===== config.mk =====
export PLATFORM = sky130hd
export DESIGN_NAME = hbp_host_port
export DESIGN_NICKNAME = d
export VERILOG_FILES = /design/src/hbp_host_port.v
export VERILOG_INCLUDE_DIRS = /design/src /design/src/src
export SDC_FILE = /design/constraint.sdc
export NUM_CORES = 2
export LEC_CHECK = 0
export BUFFER_PORTS_ARGS = -buffer_cell sky130_fd_sc_hd__buf_4
export CORE_MARGIN = 1.5
export CORE_UTILIZATION = 25
export DETAILED_ROUTE_END_ITERATION = 8
export PLACE_DENSITY_LB_ADDON = 0.25
export SKIP_LAST_GASP = 1
export SYNTH_ARGS = -nofsm -noshare
export SYNTH_HDL_FRONTEND = slang
export SYNTH_SLANG_ARGS = --single-unit

===== constraint.sdc =====
create_clock -name clk -period 3.7 [get_ports clk]
set_input_delay 0.555 -clock clk [delete_from_list [all_inputs] [get_ports clk]]
set_output_delay 0.555 -clock clk [all_outputs]
set_load 0.005 [all_outputs]

===== src/hbp_port_regs.vh =====
// register map, reset values and timing constants of the host bus port
`ifndef HBP_PORT_REGS_VH
`define HBP_PORT_REGS_VH
`define HBP_ADDR_W        19
`define HBP_GRPCTL_BASE   19'h40200
`define HBP_GRPCTL_LAST   19'h4027f
`define HBP_INCLK_ADDR    19'h40280
`define HBP_OUTCLK_ADDR   19'h40284
`define HBP_BLKINIT_ADDR  19'h40288
`define HBP_BLKEN_ADDR    19'h4028c
`define HBP_RATE_ADDR     19'h40290
`define HBP_CM_LAST       19'h27fff
`define HBP_DM_FIRST      19'h28000
`define HBP_DM_LAST       19'h2ffff
`define HBP_GRPCTL_RST    32'h000c000c
`define HBP_INCLK_RST     32'h000000db
`define HBP_OUTCLK_RST    32'h060d1c3c
`define HBP_RATE_RST      32'h00000000
`define HBP_GRP_IDX_HI    6
`define HBP_GRP_IDX_LO    2
`define HBP_INIT_TIME_US  1000
`define HBP_CLK_MHZ       50
`define HBP_INIT_CYCLES   (`HBP_INIT_TIME_US * `HBP_CLK_MHZ)
`define HBP_CM_INIT_WORDS 32
`define HBP_MCLK_TIMEOUT  16'h0010
`endif


===== src/hbp_host_port.v =====
// asynchronous handshake host port with reset defaults and connection memory init
//
// Behaviour
// - hold wait low, then ack or error
// - reads drive every lane of bus width
// - bad or data-store writes change nothing
// - strobe high returns ack and error high
// - chip select high floats lines, drives high first
// - second bus style always asserts transfer ack
// - narrow width ignores A0, A1 picks half
// - reset pin clears port and counters, loads register defaults
// - initialization completes about one millisecond
// - initialization zeroes connection memory by itself
// - group control registers reset to 000c000c
// - input clock control resets to 0db
// - output clock control resets to 060d1c3c
// - global rate control resets to 00
// - no master clock: answer bus error
// - narrow bus select picks 32 or 16
// - lane selection for writes only, reads full
// - narrow width: size lines are lane enables
`include "hbp_port_regs.vh"
`default_nettype none
module hbp_host_port #(
  parameter INIT_CYCLES = `HBP_INIT_CYCLES
) (
  // clock and reset
  input  wire        clk,
  input  wire        resetn,
  // host control pins
  input  wire        chipSelect_n,
  input  wire        dataStrobe_n,
  input  wire        readNotWrite,
  input  wire [18:0] address,
  input  wire [1:0]  xferSize,
  input  wire        narrowBusSelect,
  input  wire        busStyleSelect,
  // master clock input, judged present only while its synced level keeps toggling
  input  wire        masterClockIn,
  // data bus
  input  wire [31:0] dataIn,
  output reg  [31:0] dataOut,
  output reg         dataOe,
  // handshake outputs, active low, with enables
  output reg         transferAck_n,
  output reg         busErrorFlag_n,
  output reg         wait_n,
  output reg         ctrlOe,
  // status
  output reg         initDone
);

  // handshake sequencer states
  localparam ST_IDLE = 3'h0;
  localparam ST_WAIT = 3'h1;
  localparam ST_ACC  = 3'h2;
  localparam ST_RESP = 3'h3;
  localparam ST_HIGH = 3'h4;

  // synchronisers: first stage is read only by second stage
  reg [2:0] syncA;
  reg [2:0] syncB;
  reg [1:0] clkSync;
  wire      csAct = ~syncB[0];
  wire      dsAct = ~syncB[1];
  wire      rdAct = syncB[2];
  // bundled pins: address, size, data and straps, two flops each
  reg [18:0] addrSyncA;
  reg [18:0] addrSyncB;
  reg [1:0]  sizeSyncA;
  reg [1:0]  sizeSyncB;
  reg [31:0] dataSyncA;
  reg [31:0] dataSyncB;
  reg [1:0]  modeSyncA;
  reg [1:0]  modeSyncB;
  wire       narrowSync = modeSyncB[0];
  wire       styleSync  = modeSyncB[1];

  // sequencer state, register file and initialization bookkeeping
  reg [2:0]  state;
  reg [31:0] groupCtl [0:`HBP_CM_INIT_WORDS-1];
  reg [31:0] connMem  [0:`HBP_CM_INIT_WORDS-1];
  reg [31:0] inClkCtl;
  reg [31:0] outClkCtl;
  reg [31:0] rateCtl;
  reg [31:0] initCount;
  reg [5:0]  cmInitIdx;
  reg [15:0] mclkIdle;
  reg        mclkLast;
  reg        mclkOk;
  reg [18:0] addrLat;
  reg [1:0]  sizeLat;
  reg [31:0] wdataLat;
  reg        writeLat;
  integer    i;

  // byte lane enables for the word, msb lane first (bit 3 = 31:24)
  function [3:0] laneMask;
    input [1:0] a;
    input [1:0] s;
    input       narrow;
    input       byteEnStyle;
    reg   [3:0] m;
    begin
      m = 4'h0;
      if (narrow) begin
        // size lines are active-low lane enables, A1 picks half
        m = {~s[1], ~s[0], ~s[1], ~s[0]} & (a[1] ? 4'h3 : 4'hc);
      end else if (byteEnStyle) begin
        m = ~{a[1], a[0], s[1], s[0]};
      end else begin
        case (s)
          2'h1:    m = 4'h8 >> a;
          2'h2:    m = 4'hc >> a;
          2'h3:    m = 4'he >> a;
          default: m = 4'hf;
        endcase
      end
      laneMask = m;
    end
  endfunction

  // replace only the enabled byte lanes of a word
  function [31:0] mergeLanes;
    input [31:0] old;
    input [31:0] nw;
    input [3:0]  m;
    begin
      mergeLanes = {m[3] ? nw[31:24] : old[31:24], m[2] ? nw[23:16] : old[23:16],
                    m[1] ? nw[15:8] : old[15:8], m[0] ? nw[7:0] : old[7:0]};
    end
  endfunction

  // decode on the word address latched at the start of a cycle
  wire [18:0] wordAddr = {addrLat[18:2], 2'h0};
  wire        isGroup  = (wordAddr >= `HBP_GRPCTL_BASE) && (wordAddr <= `HBP_GRPCTL_LAST);
  wire        isInClk  = (wordAddr == `HBP_INCLK_ADDR);
  wire        isOutClk = (wordAddr == `HBP_OUTCLK_ADDR);
  wire        isRate   = (wordAddr == `HBP_RATE_ADDR);
  wire        isInit   = (wordAddr == `HBP_BLKINIT_ADDR) || (wordAddr == `HBP_BLKEN_ADDR);
  wire        isConn   = (wordAddr <= `HBP_CM_LAST);
  wire        isData   = (wordAddr >= `HBP_DM_FIRST) && (wordAddr <= `HBP_DM_LAST);
  wire [4:0]  grpIdx   = addrLat[`HBP_GRP_IDX_HI:`HBP_GRP_IDX_LO];
  wire [4:0]  cmIdx    = addrLat[`HBP_GRP_IDX_HI:`HBP_GRP_IDX_LO];
  wire        valid    = isGroup | isInClk | isOutClk | isRate | isInit | isConn | (isData & ~writeLat);
  wire        okAccess = valid & mclkOk & initDone;
  wire [3:0]  mask     = laneMask(addrLat[1:0], sizeLat, narrowSync, styleSync);

  // read data selection; unmapped reads give zero (undefined per device)
  reg [31:0] readWord;
  always @* begin
    readWord = 32'h0;
    if (isGroup)       readWord = groupCtl[grpIdx];
    else if (isInClk)  readWord = inClkCtl;
    else if (isOutClk) readWord = outClkCtl;
    else if (isRate)   readWord = rateCtl;
    else if (isInit)   readWord = {31'h0, ~initDone};
    else if (isConn)   readWord = connMem[cmIdx];
  end

  // level inputs from the host pass two flops
  always @(posedge clk or negedge resetn) begin
    if (!resetn) begin
      syncA   <= 3'h3;
      syncB   <= 3'h3;
      clkSync <= 2'h0;
    end else begin
      syncA   <= {readNotWrite, dataStrobe_n, chipSelect_n};
      syncB   <= syncA;
      clkSync <= {clkSync[0], masterClockIn};
    end
  end

  // bundled pins pass two flops too; the host sets them up before the strobe falls,
  // so the second stage has settled by the edge that sees the synced strobe low
  always @(posedge clk or negedge resetn) begin
    if (!resetn) begin
      addrSyncA <= 19'h0;
      addrSyncB <= 19'h0;
      sizeSyncA <= 2'h0;
      sizeSyncB <= 2'h0;
      dataSyncA <= 32'h0;
      dataSyncB <= 32'h0;
      modeSyncA <= 2'h0;
      modeSyncB <= 2'h0;
    end else begin
      addrSyncA <= address;
      addrSyncB <= addrSyncA;
      sizeSyncA <= xferSize;
      sizeSyncB <= sizeSyncA;
      dataSyncA <= dataIn;
      dataSyncB <= dataSyncA;
      modeSyncA <= {busStyleSelect, narrowBusSelect};
      modeSyncB <= modeSyncA;
    end
  end

  // master clock watchdog: no toggle within the window marks it absent
  // limitation: a master clock faster than half of clk aliases and may look stopped
  always @(posedge clk or negedge resetn) begin
    if (!resetn) begin
      mclkLast <= 1'b0;
      mclkIdle <= 16'h0;
      mclkOk   <= 1'b0;
    end else begin
      mclkLast <= clkSync[1];
      if (mclkLast != clkSync[1]) begin
        mclkIdle <= 16'h0;
        mclkOk   <= 1'b1;
      end else if (mclkIdle == `HBP_MCLK_TIMEOUT) begin
        mclkOk   <= 1'b0;
      end else begin
        mclkIdle <= mclkIdle + 16'h1;
      end
    end
  end

  // initialization timer runs only while the master clock is seen
  always @(posedge clk or negedge resetn) begin
    if (!resetn) begin
      initCount <= 32'h0;
      initDone  <= 1'b0;
    end else if (!initDone && mclkOk) begin
      // done only once the timer has run out and the clearing walk covered every word
      if (initCount != INIT_CYCLES - 1)
        initCount <= initCount + 32'h1;
      else if (cmInitIdx == `HBP_CM_INIT_WORDS)
        initDone  <= 1'b1;
    end
  end

  // connection memory has no reset, like a block ram: only the clearing walk
  // zeroes it, one word per cycle while the master clock runs
  wire cmClearing = !initDone && mclkOk && (cmInitIdx < `HBP_CM_INIT_WORDS);
  wire hostWrite  = (state == ST_ACC) && writeLat && okAccess;
  always @(posedge clk) begin
    if (cmClearing) begin
      connMem[cmInitIdx[4:0]] <= 32'h0;
    end else if (hostWrite && isConn) begin
      // a host write never lands before the walk is over: okAccess needs initDone
      connMem[cmIdx] <= mergeLanes(connMem[cmIdx], wdataLat, mask);
    end
  end

  // register file: reset defaults, walk pointer, host writes
  always @(posedge clk or negedge resetn) begin
    if (!resetn) begin
      for (i = 0; i < `HBP_CM_INIT_WORDS; i = i + 1) begin
        groupCtl[i] <= `HBP_GRPCTL_RST;
      end
      inClkCtl  <= `HBP_INCLK_RST;
      outClkCtl <= `HBP_OUTCLK_RST;
      rateCtl   <= `HBP_RATE_RST;
      cmInitIdx <= 6'h0;
    end else if (!initDone) begin
      // the walk pointer moves only while the master clock is seen
      if (cmClearing)
        cmInitIdx <= cmInitIdx + 6'h1;
    end else if (hostWrite) begin
      // data store and unmapped writes fall through untouched
      if (isGroup)       groupCtl[grpIdx] <= mergeLanes(groupCtl[grpIdx], wdataLat, mask);
      else if (isInClk)  inClkCtl  <= mergeLanes(inClkCtl, wdataLat, mask);
      else if (isOutClk) outClkCtl <= mergeLanes(outClkCtl, wdataLat, mask);
      else if (isRate)   rateCtl   <= mergeLanes(rateCtl, wdataLat, mask);
    end
  end

  // handshake sequencer
  always @(posedge clk or negedge resetn) begin
    if (!resetn) begin
      state          <= ST_IDLE;
      transferAck_n  <= 1'b1;
      busErrorFlag_n <= 1'b1;
      wait_n         <= 1'b1;
      ctrlOe         <= 1'b0;
      dataOe         <= 1'b0;
      dataOut        <= 32'h0;
      addrLat        <= 19'h0;
      sizeLat        <= 2'h0;
      wdataLat       <= 32'h0;
      writeLat       <= 1'b0;
    end else begin
      case (state)
        ST_IDLE: begin
          transferAck_n  <= 1'b1;
          busErrorFlag_n <= 1'b1;
          wait_n         <= 1'b1;
          ctrlOe         <= csAct;
          // read data stays on the bus until select rises or a new strobe comes
          dataOe         <= dataOe & csAct & ~dsAct;
          if (csAct && dsAct) begin
            // host keeps address and data stable while strobe is low
            addrLat  <= addrSyncB;
            sizeLat  <= sizeSyncB;
            wdataLat <= narrowSync ? {dataSyncB[15:0], dataSyncB[15:0]} : dataSyncB;
            writeLat <= ~rdAct;
            wait_n   <= 1'b0;
            ctrlOe   <= 1'b1;
            state    <= ST_WAIT;
          end
        end
        ST_WAIT: begin
          // spare cycle: leaves room for a slower store behind the decode
          state <= ST_ACC;
        end
        ST_ACC: begin
          if (!writeLat) begin
            // whole word on every lane; narrow mode picks half by A1
            dataOut <= narrowSync ? (addrLat[1] ? {16'h0, readWord[15:0]}
                                                : {16'h0, readWord[31:16]}) : readWord;
            dataOe  <= 1'b1;
          end
          state <= ST_RESP;
        end
        ST_RESP: begin
          // answer lines move in the same cycle as wait is released
          wait_n         <= 1'b1;
          busErrorFlag_n <= okAccess;
          transferAck_n  <= ~(okAccess | styleSync);
          state          <= ST_HIGH;
        end
        ST_HIGH: begin
          if (!csAct) begin
            // drive inactive for this cycle, then float in idle
            transferAck_n  <= 1'b1;
            busErrorFlag_n <= 1'b1;
            wait_n         <= 1'b1;
            dataOe         <= 1'b0;
            state          <= ST_IDLE;
          end else if (!dsAct) begin
            transferAck_n  <= 1'b1;
            busErrorFlag_n <= 1'b1;
            state          <= ST_IDLE;
          end
        end
        default: state <= ST_IDLE;
      endcase
    end
  end

endmodule
`default_nettype wire


**After elaboration in Yosys (flattened, before gate mapping)**

Memory sizes are Yosys's and may differ from the RTL's.
Cells that the tools add are included.

- Flip-flop bits (word level): 1,389
- Bits in writable memories: 1,024
- Input port bits: 61
- Word-level logic and storage cells: 227
- Memories: 1

- $add $sub $neg: 3
- $lt $le $gt $ge: 8
- Equal/unequal tests: 21
- Shift-type cells: 3
- Muxes and demuxes: 54
- Bitwise gates (word level): 27
- Reductions and logical operators: 38

Memories:

| memory | depth | width | rd ports | clocked after memory_dff | write ports | line | source |
|---|---|---|---|---|---|---|---|
| connMem | 32 | 32 | 1 | 0 | 1 | hbp_host_port.v:82 | `` reg [31:0] connMem [0:`HBP_CM_INIT_WORDS-1]; `` |

Operator list:

| operator | count |
|---|---|
| 1024-bit bitwise mux | 1 |
| 32-bit 2-to-1 mux | 12 |
| 32-bit binary-select mux with 5-bit select | 1 |
| 32-bit demux with 5-bit select | 1 |
| 17-bit equality test, second input constant | 5 |
| 8-bit 2-to-1 mux | 8 |
| 16-bit 2-to-1 mux | 3 |
| 19-bit by 18-bit <= comparator with 1-bit output, second input constant | 2 |
| 32-bit by 1-bit adder with 32-bit output, second input constant | 1 |
| 32-bit by 16-bit != test with 1-bit output, second input constant | 1 |
| 32-bit OR reduction | 1 |
| 7-bit AND reduction | 4 |
| 6-bit AND reduction | 4 |
| 5-bit AND reduction | 4 |
| 19-bit by 18-bit >= comparator with 1-bit output, second input constant | 1 |
| 19-bit >= comparator, second input constant | 1 |
| 19-bit <= comparator, second input constant | 1 |
| 16-bit by 1-bit adder with 16-bit output, second input constant | 1 |
| 16-bit by 5-bit equality test with 1-bit output, second input constant | 1 |
| 1-bit 2-to-1 mux | 15 |
| 3-bit one-hot mux with 5 select lines | 1 |
| 2-bit AND reduction | 7 |
| 4-bit 2-to-1 mux | 3 |
| 1-bit NOT | 12 |
| 30 further kinds | 63 |

**Longest topological paths before layout**

- Depth in word-level cells: 17
- Depth in mapped cells: 16

**Worst setup path before layout**

OpenSTA, ideal clock, no wires.

- Kind: register to register
- Start: register addrLat[3]
- End: memory connMem[0][24], data pin
- Setup time: 467 ps
- Arrival: 3,461 ps
- Setup slack: -228 ps
- Cell stages (with the launch flop): 13
- Clock period less this slack: 3,928 ps
- Cells stage by stage: dfrtp_1 -> buf_4 -> buf_4 -> buf_4 -> buf_4 -> buf_4 -> buf_2 -> buf_4 -> buf_2 -> mux2i_1 -> o22ai_1 -> nor2_1 -> a211oi_1

- Word-level cells in the longest chain between the ends: 17
- Elaborated cells between the ends (all ways): 31

RTL lines:

| what | line | source |
|---|---|---|
| from (decl) | hbp_host_port.v:91 | `reg [18:0] addrLat;` |
| from (signal assigned) | hbp_host_port.v:293 | `addrLat <= addrSyncB;` |
| 19-bit >= comparator (no source line) or 19-bit <= comparator (tied branches) | - |  |
| 1-bit logical AND | hbp_host_port.v:136 | `` wire isGroup = (wordAddr >= `HBP_GRPCTL_BASE) && (wordAddr <= `HBP_GRPCTL_LAST); `` |
| 1-bit bitwise OR (6 in a row) | hbp_host_port.v:145 | `wire valid = isGroup \| isInClk \| isOutClk \| isRate \| isInit \| isConn \| (isData & ~writeLat);` |
| 1-bit AND (2 in a row) | hbp_host_port.v:146 | `wire okAccess = valid & mclkOk & initDone;` |
| 1-bit logical AND | hbp_host_port.v:235 | `wire hostWrite = (state == ST_ACC) && writeLat && okAccess;` |
| 1-bit logical AND | hbp_host_port.v:239 | `end else if (hostWrite && isConn) begin` |
| 1-bit 2-to-1 mux | hbp_host_port.v:239 |  |
| 1-bit 2-to-1 mux | hbp_host_port.v:237 | `if (cmClearing) begin` |
| 1-bit 2-to-1 mux (implied by the code) | hbp_host_port.v:241 | `connMem[cmIdx] <= mergeLanes(connMem[cmIdx], wdataLat, mask);` |
| 32-bit OR reduction (no source line) | - |  |
| 32-bit 2-to-1 mux (no source line) (*) | - |  |
| to (decl) | hbp_host_port.v:82 |  |

Mark *: on every way between the ends. The rest lies on a longest branch, timed or not.

**Worst setup path in the final report**

- Start: register addrLat[5]
- End: register groupCtl[608] in the netlist's numbering

- Word-level cells in the longest chain between the ends: 12
- Elaborated cells between the ends (all ways): 35

RTL lines:

| what | line | source |
|---|---|---|
| 19-bit >= comparator (no source line) or 19-bit <= comparator (tied branches) | - |  |
| 1-bit logical AND | hbp_host_port.v:136 |  |
| 1-bit bitwise OR (6 in a row) | hbp_host_port.v:145 |  |
| 1-bit AND (2 in a row) | hbp_host_port.v:146 |  |
| 1-bit logical AND | hbp_host_port.v:235 |  |
| 3-bit AND reduction (no source line) | - |  |
| to (signal, indexed assignment) | hbp_host_port.v:249 | `` groupCtl[i] <= `HBP_GRPCTL_RST; `` |
| to (signal, indexed assignment) | hbp_host_port.v:261 | `if (isGroup) groupCtl[grpIdx] <= mergeLanes(groupCtl[grpIdx], wdataLat, mask);` |
| to (decl) | hbp_host_port.v:81 | `` reg [31:0] groupCtl [0:`HBP_CM_INIT_WORDS-1]; `` |

Parallel ways exist; a longest one is shown, timed or not. The select of a mux whose other input is x is not followed.
A chain may end at the register's enable or synchronous reset.

==> flow_metrics.env <==
export IMPL_wl_per_cell_um=25.9
export IMPL_track_usage_pct=16.5
export IMPL_cts_tree="yes"
export IMPL_crit_arrival_ns=4.33
export IMPL_path_common_cell="buf_12"
export IMPL_utilization_pct=30.6
export IMPL_max_clock_freq_mhz=274
export IMPL_rows=230
export IMPL_cp_slowest_cell="and2_2"
export IMPL_comb_power_share_pct=33.6
export IMPL_p_per_area_nw_per_um2=717
export IMPL_cts_max_path_buffers=4
export IMPL_dieArea_um2=400000
export IMPL_dieHeight_um=632
export IMPL_antenna_left=0
export IMPL_routabilityCongestion=0.831
export IMPL_vias=62000
export IMPL_reg2reg_slack_ns=0.05
export IMPL_htree_levels=5
export IMPL_antenna_found_initial=5
export IMPL_slew_viol_final=0
export IMPL_postSynthAreaPerCell_um2=14.0
export IMPL_io_pins=99
export IMPL_drc=0
export IMPL_first_iter_violations=5770
export IMPL_syn_num_nets=7150
export IMPL_cap_viol_max_count=0
export IMPL_grt_pass1_vias=63300
export IMPL_ff2ff_path_depth=9
export IMPL_relSlewSlack_pct=18.1
export IMPL_reg2reg_from="addrLat[5]"
export IMPL_path_max_fanout=28
export IMPL_worst_slack_ns=0.0454
export IMPL_synth_edf_count=1024
export IMPL_p_sw_mw=31.2
export IMPL_start_util_pct=25.2
export IMPL_skew_ns=0.0610
export IMPL_hold_viol=0
export IMPL_endpoint_kind="register"
export IMPL_worstSetupStartpointType="register"
export IMPL_status="finished clean"
export IMPL_viasPerCell=4.80
export IMPL_max_slew_worst_pin_slew_ns=1.23
export IMPL_synthTopCellsByArea="dfrtp_1 31%, edfxtp_1 31%, mux4_2 10%, o21ai_0 5.4%, nand2_1 4.8%"
export IMPL_critical_path_class="reg2reg"
export IMPL_rsz0062_at_grt="false"
export IMPL_r2r_end="groupCtl[608]"
export IMPL_core_area_um2=393000
export IMPL_tns_ns=0
export IMPL_ys_warn_count=0
export IMPL_clkLatencyLatePin_ns=0.87
export IMPL_syn_cell_area_um2=99000
export IMPL_clkSinkCount=2413
export IMPL_clkPwrFrac_pct=30.8
export IMPL_synthCells=7084
export IMPL_p_leak_nw=46.4
export IMPL_pwr_share_seq_pct=35.7
export IMPL_clkTransAtPathRegs_ns=0.06
export IMPL_setup_violations_final=0
export IMPL_internal_power_mw=55.2
export IMPL_critPathLaunch="addrLat[5]"
export IMPL_dp_hpwl_mm=212
export IMPL_routed_wl_mm=334
export IMPL_grt_max_degree=134
export IMPL_worstPathCellList="buf_12 -> and2_2 -> buf_4 -> a22oi_1 -> nand2_1 -> nor2_1 -> a21oi_2 -> buf_12 -> o21ai_0"
export IMPL_firstDrtPassIters=7
export IMPL_peakVddDrop_uv=451
export IMPL_cts_buffers_inserted=270
export IMPL_grt_pass1_wl_mm=478
export IMPL_layout_area_overhead_vs_synth_pct=21.7
export IMPL_die_x_um=632
export IMPL_synthArstFlopShare_pct=57.6
export IMPL_drive_gt1_share_pct=25.4
export IMPL_period_share_pct=98.8
export IMPL_switching_share_pct=36.1
export IMPL_synth_top_area_share_pct=31.3
export IMPL_final_nets=7560
export IMPL_hold_slack_ns=0.339
export IMPL_place_ws_ns=-0.481
export IMPL_ys_seq_elements=2413
export IMPL_fin_crit_ns=3.65
export IMPL_synth_seq_area_share_pct=66.4
export IMPL_hp_class="in2async"
export IMPL_crit_required_ns=4.37
export IMPL_synth_distinct_cells=86
export IMPL_yosys_area_top_type="dfrtp_1"
export IMPL_port_buffers=98
export IMPL_ys_flop_type="dfrtp_1"
export IMPL_cts_root_buf="clkbuf_16"
export IMPL_cp_endpoint="groupCtl[608]"
export IMPL_max_stage_delay_ns=0.70
export IMPL_gr_total_overflow=0
-- cell usage after synthesis (28+ instances only) --
| cell type | n |
|---|---|
| buf_2 | 108 |
| edfxtp_1 | 1024 |
| xnor2_1 | 29 |
| dfstp_2 | 153 |
| clkbuf_1 | 362 |
| a221oi_1 | 28 |
| a21oi_1 | 75 |
| dfrtp_1 | 1236 |
| o21ai_0 | 1074 |
| mux2i_1 | 257 |
| nor3_1 | 31 |
| nand2_1 | 1276 |
| buf_4 | 32 |
| mux2_2 | 150 |
| o22ai_1 | 30 |
| a22oi_1 | 63 |
| nand3_1 | 59 |
| nor2_1 | 182 |
| mux4_2 | 448 |
-- layout make-up --
type                       count  area, µm²
clock inverter                91        906
sequential                  2413      65700
antenna                        5       12.5
timing repair buffer         694       8020
multi-input combinational   4097      31500
clock buffer                 382       7690
tap                         5220       6530
inverter                      18       75.1
fill                       39000     273000
-- sequential cells by signal (all words and copies together) (netlist names), 3 cells and up --
signal     flops
addrSyncA     19
addrSyncB     19
initCount     32
wdataLat      32
inClkCtl      32
cmInitIdx      6
syncA          3
state          3
dataOut       32
mclkIdle      16
addrLat       19
rateCtl       32
syncB          3
connMem     1024
dataSyncA     32
groupCtl    1024
outClkCtl     32
dataSyncB     32
-- layer usage --
metal,share of wire [%],track usage [%]
met5,0.0081,0
met4,3.6,5.48
met3,4.6,2.16
met2,48,27.4
met1,44,22.2
-- what timing repair did --
item	CTS	global route
hold endpoints to repair	107	0
hold buffers	60	0
resized for setup	2	8
setup buffers	2	1
pin swaps	1	1
gates cloned	0	1
endpoints found under the setup margin	97	146
-- power by group through the flow --
stage	logic [mW]	clock network [mW]	registers, mW
floorplan	14.7	0	30.3
global placement	29.0	0	31.3
detailed placement	29.0	0	31.3
CTS	29.2	27.2	30.8
global route	30.4	28.2	30.9
finish	29.0	26.6	30.8
-- worst min-delay path by stage --
stage,slack [ns],to,start,depth (start not counted)
2_1_floorplan,0.26,addrLat[0],resetn,0
3_3_place_gp,0.33,dataSyncB[10],dataSyncA[10],0
3_5_place_dp,0.34,syncB[2],syncA[2],0
4_1_cts,0.27,dataSyncA[10],dataIn[10],2
5_1_grt,0.30,dataSyncA[10],dataIn[10],2
6_report,0.34,groupCtl[362],resetn,2
-- worst max-delay path: cells and delay by family, from the launching register on --
kind	cells	cell delay (ns)
AO/OA/AOI/OAI	3	0.82
buffers and inverters	3	1.05
flip-flops	1	0.38
AND/OR/NAND/NOR	3	1.13
-- cells in the final DEF (no fill, tap or decap), types with 17 or more instances in the layout --
cell type	count
buf_12	209
a22oi_1	63
dfstp_2	153
mux2i_1	244
nor2_4	39
a211oi_1	23
dlygate4sd3_1	60
a32oi_1	18
xor2_1	18
inv_1	17
mux4_2	448
nor2_2	24
a21oi_1	55
xnor2_1	29
nor2_1	124
clkbuf_1	71
clkinv_1	23
mux2_2	150
clkbuf_8	32
nand4_1	17
a221oi_1	27
nand3_1	42
buf_4	422
and3_1	20
nor3_1	30
edfxtp_1	1024
clkinv_2	38
o22ai_1	29
a21oi_2	20
o21ai_0	1074
dfrtp_1	1231
clkbuf_16	279
nand2_1	1275
-- through the flow --
stage	area (µm²)	total power [mW]	cells
2_1_floorplan	99000	45.0	7084
4_1_cts	120000	87.2	12900
3_3_place_gp	111000	60.3	12400
3_5_place_dp	111000	60.4	12400
5_1_grt	120000	89.5	12900
6_report	120000	86.4	12900
-- logic make-up after synthesis --
| kind of cell | Yosys count | share of synthesized area (%) |
|---|---|---|
| buf+inv | 575 | 2.83 |
| fa+ha+maj | 5 | 0.0632 |
| flops | 2413 | 66.4 |
| xor+xnor | 47 | 0.416 |
| mux | 857 | 14.6 |
| simple gates | 1707 | 7.18 |
| compound gates | 1480 | 8.57 |
(Power assumes the default switching activity.)
